==> config.mk <==
export PLATFORM = sky130hd
export DESIGN_NAME = ieb_top
export DESIGN_NICKNAME = d
export VERILOG_FILES = /design/src/core/ieb_pkg.sv /design/src/core/ieb_gate.sv /design/src/core/ieb_top.sv
export SDC_FILE = /design/constraint.sdc
export NUM_CORES = 1
export LEC_CHECK = 0
export ABC_AREA = 1
export CAP_MARGIN = 20
export CORE_MARGIN = 5
export CORE_UTILIZATION = 35
export DETAILED_ROUTE_END_ITERATION = 10
export DONT_BUFFER_PORTS = 1
export HOLD_SLACK_MARGIN = 0.15
export PLACE_DENSITY = 0.49
export SKIP_CTS_REPAIR_TIMING = 1
export SLEW_MARGIN = 20
export SYNTH_ARGS = -nofsm -noshare
export SYNTH_HDL_FRONTEND = slang
export SYNTH_SLANG_ARGS = --single-unit
==> constraint.sdc <==
create_clock -name ref_clk -period 1.2 [get_ports ref_clk]
set_input_delay 0.18 -clock ref_clk [delete_from_list [all_inputs] [get_ports ref_clk]]
set_output_delay 0.18 -clock ref_clk [all_outputs]
set_load 0.01 [all_outputs]
==> src/core/ieb_pkg.sv <==
package ieb_pkg;

    // ------------------------------------------------------------------
    // Register byte offsets
    // ------------------------------------------------------------------
    localparam logic [7:0] IEB_OFF_ENABLE_TWO = 8'h00;
    localparam logic [7:0] IEB_OFF_ENABLE_THREE = 8'h04;
    localparam logic [7:0] IEB_OFF_STATUS = 8'h08;
    localparam logic [7:0] IEB_OFF_MASK = 8'h0C;
    localparam logic [7:0] IEB_OFF_REQUEST = 8'h10;

    // ------------------------------------------------------------------
    // Widths, reset values and implemented-bit masks
    // ------------------------------------------------------------------
    localparam int IEB_REG_W = 16;
    localparam int IEB_SRC_W = 32;
    localparam logic [15:0] IEB_RST_ENABLE = 16'h0000;
    localparam logic [31:0] IEB_RST_STATUS = 32'h0000_0000;
    localparam logic [31:0] IEB_RST_MASK = 32'h0000_0000;
    localparam logic [31:0] IEB_RST_RDATA = 32'h0000_0000;
    localparam logic [15:0] IEB_IMPL_TWO = 16'hDFFF;
    localparam logic [15:0] IEB_IMPL_THREE = 16'hA7FF;

    // ------------------------------------------------------------------
    // Bit positions, second enable register
    // ------------------------------------------------------------------
    localparam int IEB_B2_CAN_ONE_RX = 2;
    localparam int IEB_B2_SPI_TWO_EVT = 1;
    localparam int IEB_B2_SPI_TWO_ERR = 0;
    localparam int IEB_B2_UPPER_LO = 3;

    // ------------------------------------------------------------------
    // Bit positions, third enable register
    // ------------------------------------------------------------------
    localparam int IEB_B3_PWM_FAULT_A = 15;
    localparam int IEB_B3_DMA_FIVE = 13;
    localparam int IEB_B3_QUAD_ENC = 10;
    localparam int IEB_B3_PWM_ERR = 9;
    localparam int IEB_B3_CAN_TWO_EVT = 8;
    localparam int IEB_B3_CAN_TWO_RX = 7;
    localparam int IEB_B3_EXT_FOUR = 6;
    localparam int IEB_B3_EXT_THREE = 5;
    localparam int IEB_B3_TIMER_NINE = 4;
    localparam int IEB_B3_TIMER_EIGHT = 3;
    localparam int IEB_B3_I2C_MASTER = 2;
    localparam int IEB_B3_I2C_SLAVE = 1;
    localparam int IEB_B3_TIMER_SEVEN = 0;

    // ------------------------------------------------------------------
    // Register state of the top level
    // ------------------------------------------------------------------
    typedef struct packed {
        logic [15:0] enable_two;
        logic [15:0] enable_three;
        logic [31:0] status;
        logic [31:0] mask;
        logic [31:0] prdata;
        logic slverr;
    } ieb_regs_t;

endpackage

==> src/core/ieb_gate.sv <==
`timescale 1ns/1ns
`default_nettype none

module ieb_gate #(
    parameter int WIDTH = 32
) (
    // Clock and reset
    input wire logic ref_clk,
    input wire logic rst_n,
    // Source flags and their enables
    input wire logic [WIDTH-1:0] flag,
    input wire logic [WIDTH-1:0] enable,
    // Gated requests and their rising-edge events
    output logic [WIDTH-1:0] req,
    output logic [WIDTH-1:0] evt
);

    typedef struct packed {
        logic [WIDTH-1:0] req;
        logic [WIDTH-1:0] evt;
    } ieb_gate_state_t;

    ieb_gate_state_t state_q;
    ieb_gate_state_t state_d;
    logic [WIDTH-1:0] req_next;

    if (WIDTH < 1) begin : g_bad_width
        $error("ieb_gate: WIDTH must be at least 1");
    end

    // ------------------------------------------------------------------
    // Per-source gate
    // ------------------------------------------------------------------
    for (genvar i = 0; i < WIDTH; i++) begin : g_src
        assign req_next[i] = flag[i] & enable[i];
    end

    // Only a fresh request counts, so a held flag is one event
    always_comb begin
        state_d.req = req_next;
        state_d.evt = req_next & ~state_q.req;
    end

    always_ff @(posedge ref_clk or negedge rst_n) begin
        if (!rst_n) begin
            state_q <= '0;
        end else begin
            state_q <= state_d;
        end
    end

    assign req = state_q.req;
    assign evt = state_q.evt;

endmodule

`default_nettype wire

==> src/core/ieb_top.sv <==
// Behaviour
// - An enable bit at 1 passes its source request; at 0 it blocks it.
// - Second register bit 2 gates the first CAN controller receive-ready request.
// - Second register bit 1 gates the second SPI unit event request.
// - Second register bit 0 gates the second SPI unit error request.
// - Third register bit 13 gates the DMA channel 5 transfer-done request.
// - Third register bits 14, 12 and 11 read zero and ignore writes.
// - Third register bit 9 gates the motor PWM error request.
// - Third register bit 1 gates the second I2C unit slave-events request.
// - Third register bit 0 gates the timer 7 request.
//
// Decided for this implementation: the placing of the registers and the APB interface to the registers.
`timescale 1ns/1ns
`default_nettype none

module ieb_top
    import ieb_pkg::*;
#(
    parameter int ADDR_W = 8
) (
    // Clock and reset
    input wire logic ref_clk,
    input wire logic rst_n,
    // APB slave
    input wire logic psel,
    input wire logic penable,
    input wire logic pwrite,
    input wire logic [ADDR_W-1:0] paddr,
    input wire logic [31:0] pwdata,
    output logic [31:0] prdata,
    output logic pready,
    output logic pslverr,
    // Flags, second register sources
    input wire logic [15:3] flag_two_upper,
    input wire logic can_one_receive,
    input wire logic spi_two_event,
    input wire logic spi_two_error,
    // Flags, third register sources
    input wire logic pwm_fault_a,
    input wire logic dma_five_done,
    input wire logic quad_encoder,
    input wire logic pwm_error,
    input wire logic can_two_event,
    input wire logic can_two_receive,
    input wire logic ext_irq_four,
    input wire logic ext_irq_three,
    input wire logic timer_nine,
    input wire logic timer_eight,
    input wire logic i2c_two_master,
    input wire logic i2c_two_slave,
    input wire logic timer_seven,
    // Gated requests, second register sources
    output logic [15:3] req_two_upper,
    output logic can_one_receive_req,
    output logic spi_two_event_req,
    output logic spi_two_error_req,
    // Gated requests, third register sources
    output logic pwm_fault_a_req,
    output logic dma_five_done_req,
    output logic quad_encoder_req,
    output logic pwm_error_req,
    output logic can_two_event_req,
    output logic can_two_receive_req,
    output logic ext_irq_four_req,
    output logic ext_irq_three_req,
    output logic timer_nine_req,
    output logic timer_eight_req,
    output logic i2c_two_master_req,
    output logic i2c_two_slave_req,
    output logic timer_seven_req,
    // Interrupt to the core
    output logic irq
);

    import ieb_pkg::*;

    // The decode reads paddr[7:0], so narrower buses cannot be served
    if (ADDR_W < 8 || ADDR_W > 32) begin : g_bad_addr_w
        $error("ieb_top: ADDR_W must lie between 8 and 32");
    end

    // ------------------------------------------------------------------
    // State
    // ------------------------------------------------------------------
    ieb_regs_t regs_q;
    ieb_regs_t regs_d;

    logic [15:0] flag_two;
    logic [15:0] flag_three;
    logic [31:0] gate_flag;
    logic [31:0] gate_en;
    logic [31:0] gate_req;
    logic [31:0] gate_evt;

    logic setup_phase;
    logic access_phase;
    logic wr_access;
    logic rd_access;
    logic [7:0] addr_lo;
    logic addr_hi_zero;
    logic hit_two;
    logic hit_three;
    logic hit_status;
    logic hit_mask;
    logic hit_request;
    logic addr_mapped;
    logic [31:0] rd_mux;

    // ------------------------------------------------------------------
    // Source flags into register bit order
    // ------------------------------------------------------------------
    always_comb begin
        flag_two = '0;
        flag_two[15:IEB_B2_UPPER_LO] = flag_two_upper;
        flag_two[IEB_B2_CAN_ONE_RX] = can_one_receive;
        flag_two[IEB_B2_SPI_TWO_EVT] = spi_two_event;
        flag_two[IEB_B2_SPI_TWO_ERR] = spi_two_error;
    end

    always_comb begin
        flag_three = '0;
        flag_three[IEB_B3_PWM_FAULT_A] = pwm_fault_a;
        flag_three[IEB_B3_DMA_FIVE] = dma_five_done;
        flag_three[IEB_B3_QUAD_ENC] = quad_encoder;
        flag_three[IEB_B3_PWM_ERR] = pwm_error;
        flag_three[IEB_B3_CAN_TWO_EVT] = can_two_event;
        flag_three[IEB_B3_CAN_TWO_RX] = can_two_receive;
        flag_three[IEB_B3_EXT_FOUR] = ext_irq_four;
        flag_three[IEB_B3_EXT_THREE] = ext_irq_three;
        flag_three[IEB_B3_TIMER_NINE] = timer_nine;
        flag_three[IEB_B3_TIMER_EIGHT] = timer_eight;
        flag_three[IEB_B3_I2C_MASTER] = i2c_two_master;
        flag_three[IEB_B3_I2C_SLAVE] = i2c_two_slave;
        flag_three[IEB_B3_TIMER_SEVEN] = timer_seven;
    end

    // Unimplemented enable bits are held at zero, so they never gate
    assign gate_flag = {flag_three, flag_two};
    assign gate_en = {regs_q.enable_three, regs_q.enable_two};

    // ------------------------------------------------------------------
    // Gate bank
    // ------------------------------------------------------------------
    ieb_gate #(
        .WIDTH(IEB_SRC_W)
    ) u_gate (
        .ref_clk(ref_clk),
        .rst_n(rst_n),
        .flag(gate_flag),
        .enable(gate_en),
        .req(gate_req),
        .evt(gate_evt)
    );

    // ------------------------------------------------------------------
    // Gated request outputs
    // ------------------------------------------------------------------
    assign req_two_upper = gate_req[15:IEB_B2_UPPER_LO];
    assign can_one_receive_req = gate_req[IEB_B2_CAN_ONE_RX];
    assign spi_two_event_req = gate_req[IEB_B2_SPI_TWO_EVT];
    assign spi_two_error_req = gate_req[IEB_B2_SPI_TWO_ERR];
    assign dma_five_done_req = gate_req[16 + IEB_B3_DMA_FIVE];
    assign pwm_error_req = gate_req[16 + IEB_B3_PWM_ERR];
    assign i2c_two_slave_req = gate_req[16 + IEB_B3_I2C_SLAVE];
    assign timer_seven_req = gate_req[16 + IEB_B3_TIMER_SEVEN];
    assign pwm_fault_a_req = gate_req[16 + IEB_B3_PWM_FAULT_A];
    assign quad_encoder_req = gate_req[16 + IEB_B3_QUAD_ENC];
    assign can_two_event_req = gate_req[16 + IEB_B3_CAN_TWO_EVT];
    assign can_two_receive_req = gate_req[16 + IEB_B3_CAN_TWO_RX];
    assign ext_irq_four_req = gate_req[16 + IEB_B3_EXT_FOUR];
    assign ext_irq_three_req = gate_req[16 + IEB_B3_EXT_THREE];
    assign timer_nine_req = gate_req[16 + IEB_B3_TIMER_NINE];
    assign timer_eight_req = gate_req[16 + IEB_B3_TIMER_EIGHT];
    assign i2c_two_master_req = gate_req[16 + IEB_B3_I2C_MASTER];

    // ------------------------------------------------------------------
    // APB decode
    // ------------------------------------------------------------------
    assign setup_phase = psel & ~penable;
    assign access_phase = psel & penable;
    assign wr_access = access_phase & pwrite;
    assign rd_access = access_phase & ~pwrite;
    assign addr_lo = paddr[7:0];

    always_comb begin
        addr_hi_zero = 1'b1;
        for (int i = 8; i < ADDR_W; i++) begin
            if (paddr[i]) begin
                addr_hi_zero = 1'b0;
            end
        end
    end

    assign hit_two = addr_hi_zero & (addr_lo == IEB_OFF_ENABLE_TWO);
    assign hit_three = addr_hi_zero & (addr_lo == IEB_OFF_ENABLE_THREE);
    assign hit_status = addr_hi_zero & (addr_lo == IEB_OFF_STATUS);
    assign hit_mask = addr_hi_zero & (addr_lo == IEB_OFF_MASK);
    assign hit_request = addr_hi_zero & (addr_lo == IEB_OFF_REQUEST);
    assign addr_mapped = hit_two | hit_three | hit_status | hit_mask | hit_request;

    // Zero-wait slave: read data is captured in setup, so access is ready
    assign pready = access_phase;

    // ------------------------------------------------------------------
    // Read multiplexer
    // ------------------------------------------------------------------
    always_comb begin
        rd_mux = IEB_RST_RDATA;
        if (hit_two) begin
            rd_mux = {16'h0000, regs_q.enable_two & IEB_IMPL_TWO};
        end else if (hit_three) begin
            rd_mux = {16'h0000, regs_q.enable_three & IEB_IMPL_THREE};
        end else if (hit_status) begin
            // Events landing this cycle show on the next read, not lost
            rd_mux = regs_q.status;
        end else if (hit_mask) begin
            rd_mux = regs_q.mask;
        end else if (hit_request) begin
            rd_mux = gate_req;
        end
    end

    // ------------------------------------------------------------------
    // Next state
    // ------------------------------------------------------------------
    always_comb begin
        regs_d = regs_q;

        // Read data and error are latched in setup and held for access
        if (setup_phase) begin
            regs_d.prdata = pwrite ? IEB_RST_RDATA : rd_mux;
            regs_d.slverr = ~addr_mapped;
        end

        // Enable writes; unimplemented bits never take a one
        if (wr_access && hit_two) begin
            regs_d.enable_two = pwdata[15:0] & IEB_IMPL_TWO;
        end
        if (wr_access && hit_three) begin
            regs_d.enable_three = pwdata[15:0] & IEB_IMPL_THREE;
        end
        if (wr_access && hit_mask) begin
            regs_d.mask = pwdata;
        end

        // Read clears only the bits it returned; later events survive
        if (rd_access && hit_status) begin
            regs_d.status = (regs_q.status & ~regs_q.prdata) | gate_evt;
        end else begin
            regs_d.status = regs_q.status | gate_evt;
        end
    end

    // ------------------------------------------------------------------
    // Registers
    // ------------------------------------------------------------------
    always_ff @(posedge ref_clk or negedge rst_n) begin
        if (!rst_n) begin
            regs_q.enable_two <= IEB_RST_ENABLE;
            regs_q.enable_three <= IEB_RST_ENABLE;
            regs_q.status <= IEB_RST_STATUS;
            regs_q.mask <= IEB_RST_MASK;
            regs_q.prdata <= IEB_RST_RDATA;
            regs_q.slverr <= 1'b0;
        end else begin
            regs_q <= regs_d;
        end
    end

    // ------------------------------------------------------------------
    // Outputs
    // ------------------------------------------------------------------
    assign prdata = regs_q.prdata;
    assign pslverr = access_phase & regs_q.slverr;
    assign irq = |(regs_q.status & regs_q.mask);

endmodule

`default_nettype wire
After elaboration in Yosys (flattened, before gate mapping)
Cells that the tools add are included.

Register bits: 186. Input port bits: 74. Output and inout bits: 64. Logic and storage cells: 72.

Equality and inequality tests: 4. Muxes and demuxes: 7. Bitwise operators: 47. Reductions and logical operators: 6.

Operators by type and width (number): two-way mux 32 bit (7); AND 32 bit (3); inverter 32 bit (2); bitwise OR 32 bit (2); AND 1 bit (33); OR reduction 32 bit (1); == test 8 x 4 -> 1 bit (second input constant) (2); == test 8 x 3 -> 1 bit (second input constant) (1); == test 8 x 5 -> 1 bit (second input constant) (1); logical NOT 8 bit (1); logical AND 1 bit (4); bitwise OR 1 bit (4); inverter 1 bit (3).

Depth between registers and ports, before layout
Depth after elaboration: 7. Mapped depth: 11. Mapped depth without buffers: 11.

Cells and area by module
From an unflattened synthesis, not the netlist that was laid out.

Cell total of the unflattened synthesis: 1006. Area, all modules: 8580.7 um^2.

By module, submodules not included: ieb_top (times used 1, cells each 846, area each 6538.8 um^2); ieb_gate (times used 1, cells each 160, area each 2042.0 um^2).

Least setup slack after synthesis
No wires, ideal clock.

Path kind: input -> register. Start point: in paddr[4]. End point: reg regs_q[49] (netlist name). Setup time: 0.125 ns. Arrival time: 1.123 ns. Data required time: 1.075 ns. Setup slack: -0.048 ns. Stages: 8. Cell sequence: nor2_1 nand2_2 inv_2 nand2_2 clkinv_2 nand2_4 buf_6 mux2_4.

Longest elaborated chain between the ends: 2.

Ends and longest elaborated chain: from (decl) (line ieb_top.sv:28) `input wire logic [ADDR_W-1:0] paddr,`; == test 8 x 4 -> 1 bit (line ieb_top.sv:197) `assign hit_mask = addr_hi_zero & (addr_lo == IEB_OFF_MASK);`; logical AND 1 bit (line ieb_top.sv:242) `if (wr_access && hit_mask) begin`; to (signal assigned) (line ieb_top.sv:266) `regs_q <= regs_d;`; to (decl) (line ieb_top.sv:85) `ieb_regs_t regs_q;`.

No other way between the ends. A chain may end at the register's enable or synchronous reset.

Worst setup path in the final report
Start point: reg regs_q[33] (netlist name). End point: out irq.

Longest elaborated chain between the ends: 2.

Ends and longest elaborated chain: AND 32 bit (line ieb_top.sv:275) `assign irq = |(regs_q.status & regs_q.mask);`; OR reduction 32 bit (line ieb_top.sv:275); to (decl) (line ieb_top.sv:72) `output logic irq`.

No other way between the ends.

==> results_dict.tcl <==
set metrics [dict create \
    status "complete, but fails checks" \
    violations "hold timing, setup timing" \
    first_pass_iters 5 \
    maxCapViolCount 0 \
    setup_viol 1 \
    vias 6136 \
    synth_cells 890 \
    syn_area_sq_um 7890 \
    track_usage_pct 18.4 \
    start_util_pct 35.2 \
    comb_power_share_pct 6.4 \
    core-area_sq_um 22400 \
    clock_skew_ns 0.0101 \
    clk_path_buf_depth 2 \
    drv_slew 0 \
    cp-end-kind "output port" \
    clk_latency_ns 0.43 \
    crit_required_ns 1.02 \
    crit_chain "nand2_1, nand4_1, nor4_1, nand3_1" \
    yosysTopAreaCell "dfrtp_1" \
    place_inst 1217 \
    wl_per_cell_um 18.0 \
    critPathTopFamily "simple AND/OR/NAND/NOR gates" \
    synth_common_cells "nand2_1 (306), dfrtp_1 (181), inv_1 (74)" \
    rsz0062_at_grt "yes" \
    grt_pass1_vias 5902 \
    final_cells 1310 \
    irDropWorstVdd_v 0.000733 \
    pwr-share-seq_pct 49.0 \
    setup_ws_ns -0.484 \
    totalWireLength_mm 23.6 \
    internal_power_mw 10.2 \
    ys_warn_count 0 \
    root_buffer "clkbuf_16" \
    netlist_top_cells_area "dfrtp_1 (57%), nand2_1 (15%), buf_4 (3.8%), inv_1 (3.5%), o21ai_0 (3.5%)" \
    ys_seq_area_share_pct 57.4 \
    drc 0 \
    htree_levels 4 \
    cts_buffers 17 \
    drt_iter0_drc 375 \
    path_class "flip-flop to output port" \
    synth.most_common_cell "nand2_1" \
    syn_avg_cell_area_sq_um 8.86 \
    clock_power_share_pct 44.6 \
    vias_per_cell 4.68 \
    power.total_mw 13.1 \
    cts.clk_slew.worst_paths_ns 0.07 \
    synth_edf_count 0 \
    synth_top_area_share_pct 57.4 \
    clock-sinks 181 \
    powerDensity_nw_per_um2 1300 \
    post-route-min-period_ns 1.68 \
    path_max_fanout 2 \
    r2r_cells 6 \
    synthArstFlopShare_pct 100 \
    critical_path_buf_inv_count 0 \
    cp.depth 4 \
    dieArea_sq_um 25600 \
    tritoncts "done" \
    grt_overflow_total 0 \
    power_switching_mw 2.91 \
    grt_pass1_wl_mm 35.8 \
    n_antenna_cell 0 \
    fin_nets 1086 \
    finalCritPeriodShare_pct 140 \
    grt_start_max_net_pins 182 \
    swShare_pct 22.2 \
    critPathLaunchType "flip-flop" \
    arrival_ns 1.50 \
    placed_area_sq_um 8810 \
    wl_met1_mm 11.1 \
    detail-route-antenna-nets 0 \
    ys.flop_type "dfrtp_1" \
    port_buffers 0 \
    hold_viol 181 \
    power_leakage_nw 5.57 \
    postSynthRegisterBits 181 \
    dr_wl_met3_mm 1.28 \
    whs_ns -0.561 \
    syn_to_final_growth_pct 27.8 \
    pin_count 138 \
    drive_gt1_share_pct 17.9 \
    slowest_delay_ns 0.39 \
    antenna_found_initial 0 \
    utilization_pct 44.9 \
    die_h_um 160 \
    hold_class "primary input to asynchronous set/reset pin" \
    top_layer_used "met4" \
    hpwl_mm 16.6 \
    die_x_um 160 \
    fmax_mhz 594 \
    ys_types 31 \
    syn_nets 964 \
    rows 55 \
    cp_slowest_cell "dfrtp_1" \
    gp_congestion 0.776 \
    routed-wl-met2_mm 11.0 \
    design_area_sq_um 10100 \
]
==> sequential cells by signal, indices dropped and copies added (netlist names) <==
name	cells
regs_q	65
prdata	32
gate_en	28
u_gate.evt	28
u_gate.req	28
==> routing by layer <==
metal,global-route usage [%],vias to the layer above
li1,-,3011
met4,3.91,0
met3,5.11,6
met1,25.2,2974
met2,29.4,145
met5,0,-
==> through the flow <==
stage | setup TNS [ns] | setup slack, ns
after floorplan | 0 | 0.00509
after global placement | -13.06 | -0.272
after detailed placement | -13.55 | -0.260
after CTS | -0.680 | -0.572
after global routing | -0.591 | -0.591
final | -0.484 | -0.484
==> power groups by stage <==
stage               registers (mW)  clock network, mW  logic [mW]
global placement              6.54                  0       0.663
floorplan                     6.53                  0       0.291
global route                  6.45               6.22       0.916
CTS                           6.42               5.98       0.667
detailed placement            6.54                  0       0.663
finish                        6.43               5.84       0.839
==> area by class of cell <==
| type | instances | area, sq um |
|---|---|---|
| clock buffers | 21 | 460 |
| clock inverters | 11 | 150 |
| fillers | 2224 | 12400 |
| inverters | 80 | 308 |
| multi-input cells | 566 | 2710 |
| flip-flops and latches | 181 | 4530 |
| well taps | 285 | 357 |
| repair buffers | 166 | 1560 |
==> cell families (layout without fill, tap and decap cells) <==
| kind of cell | Yosys count | in the layout | synth area share [%] |
|---|---|---|---|
| compound gates | 108 | 108 | 7.93 |
| buf+inv | 143 | 278 | 9.08 |
| flops | 181 | 181 | 57.4 |
| mux | 13 | 13 | 2.43 |
| other cells | 1 | 1 | 0.0476 |
| simple gates | 444 | 444 | 23.1 |
==> placed cells by master (no fill, tap or decap), drive strengths merged, types with 4 or more instances in the layout <==
cell type / count
nand4: 7
o21ai: 60
dfrtp: 181
nand2: 311
nor2: 65
inv: 80
dlygate4sd3: 61
clkbuf: 21
mux2: 13
o22ai: 4
a21oi: 14
clkinv: 6
a21o: 26
or2: 7
buf: 105
nand3: 50
==> worst paths after layout <==
| kind | startpoint | end | slack, ns |
|---|---|---|---|
| max in group asynchronous | rst_n | prdata[7] | 1.44 |
| worst min register to register | u_gate.evt[23] | regs_q[88] | 0.42 |
| worst min-delay path | rst_n | u_gate.req[16] | -0.56 |
| worst max register to register | regs_q[43] | prdata[10] | 0.14 |
| worst max-delay path | regs_q[33] | irq | -0.48 |
| min in group ref_clk | penable | prdata[14] | 0.16 |
No activity file was read; power rests on OpenSTA's default activity.
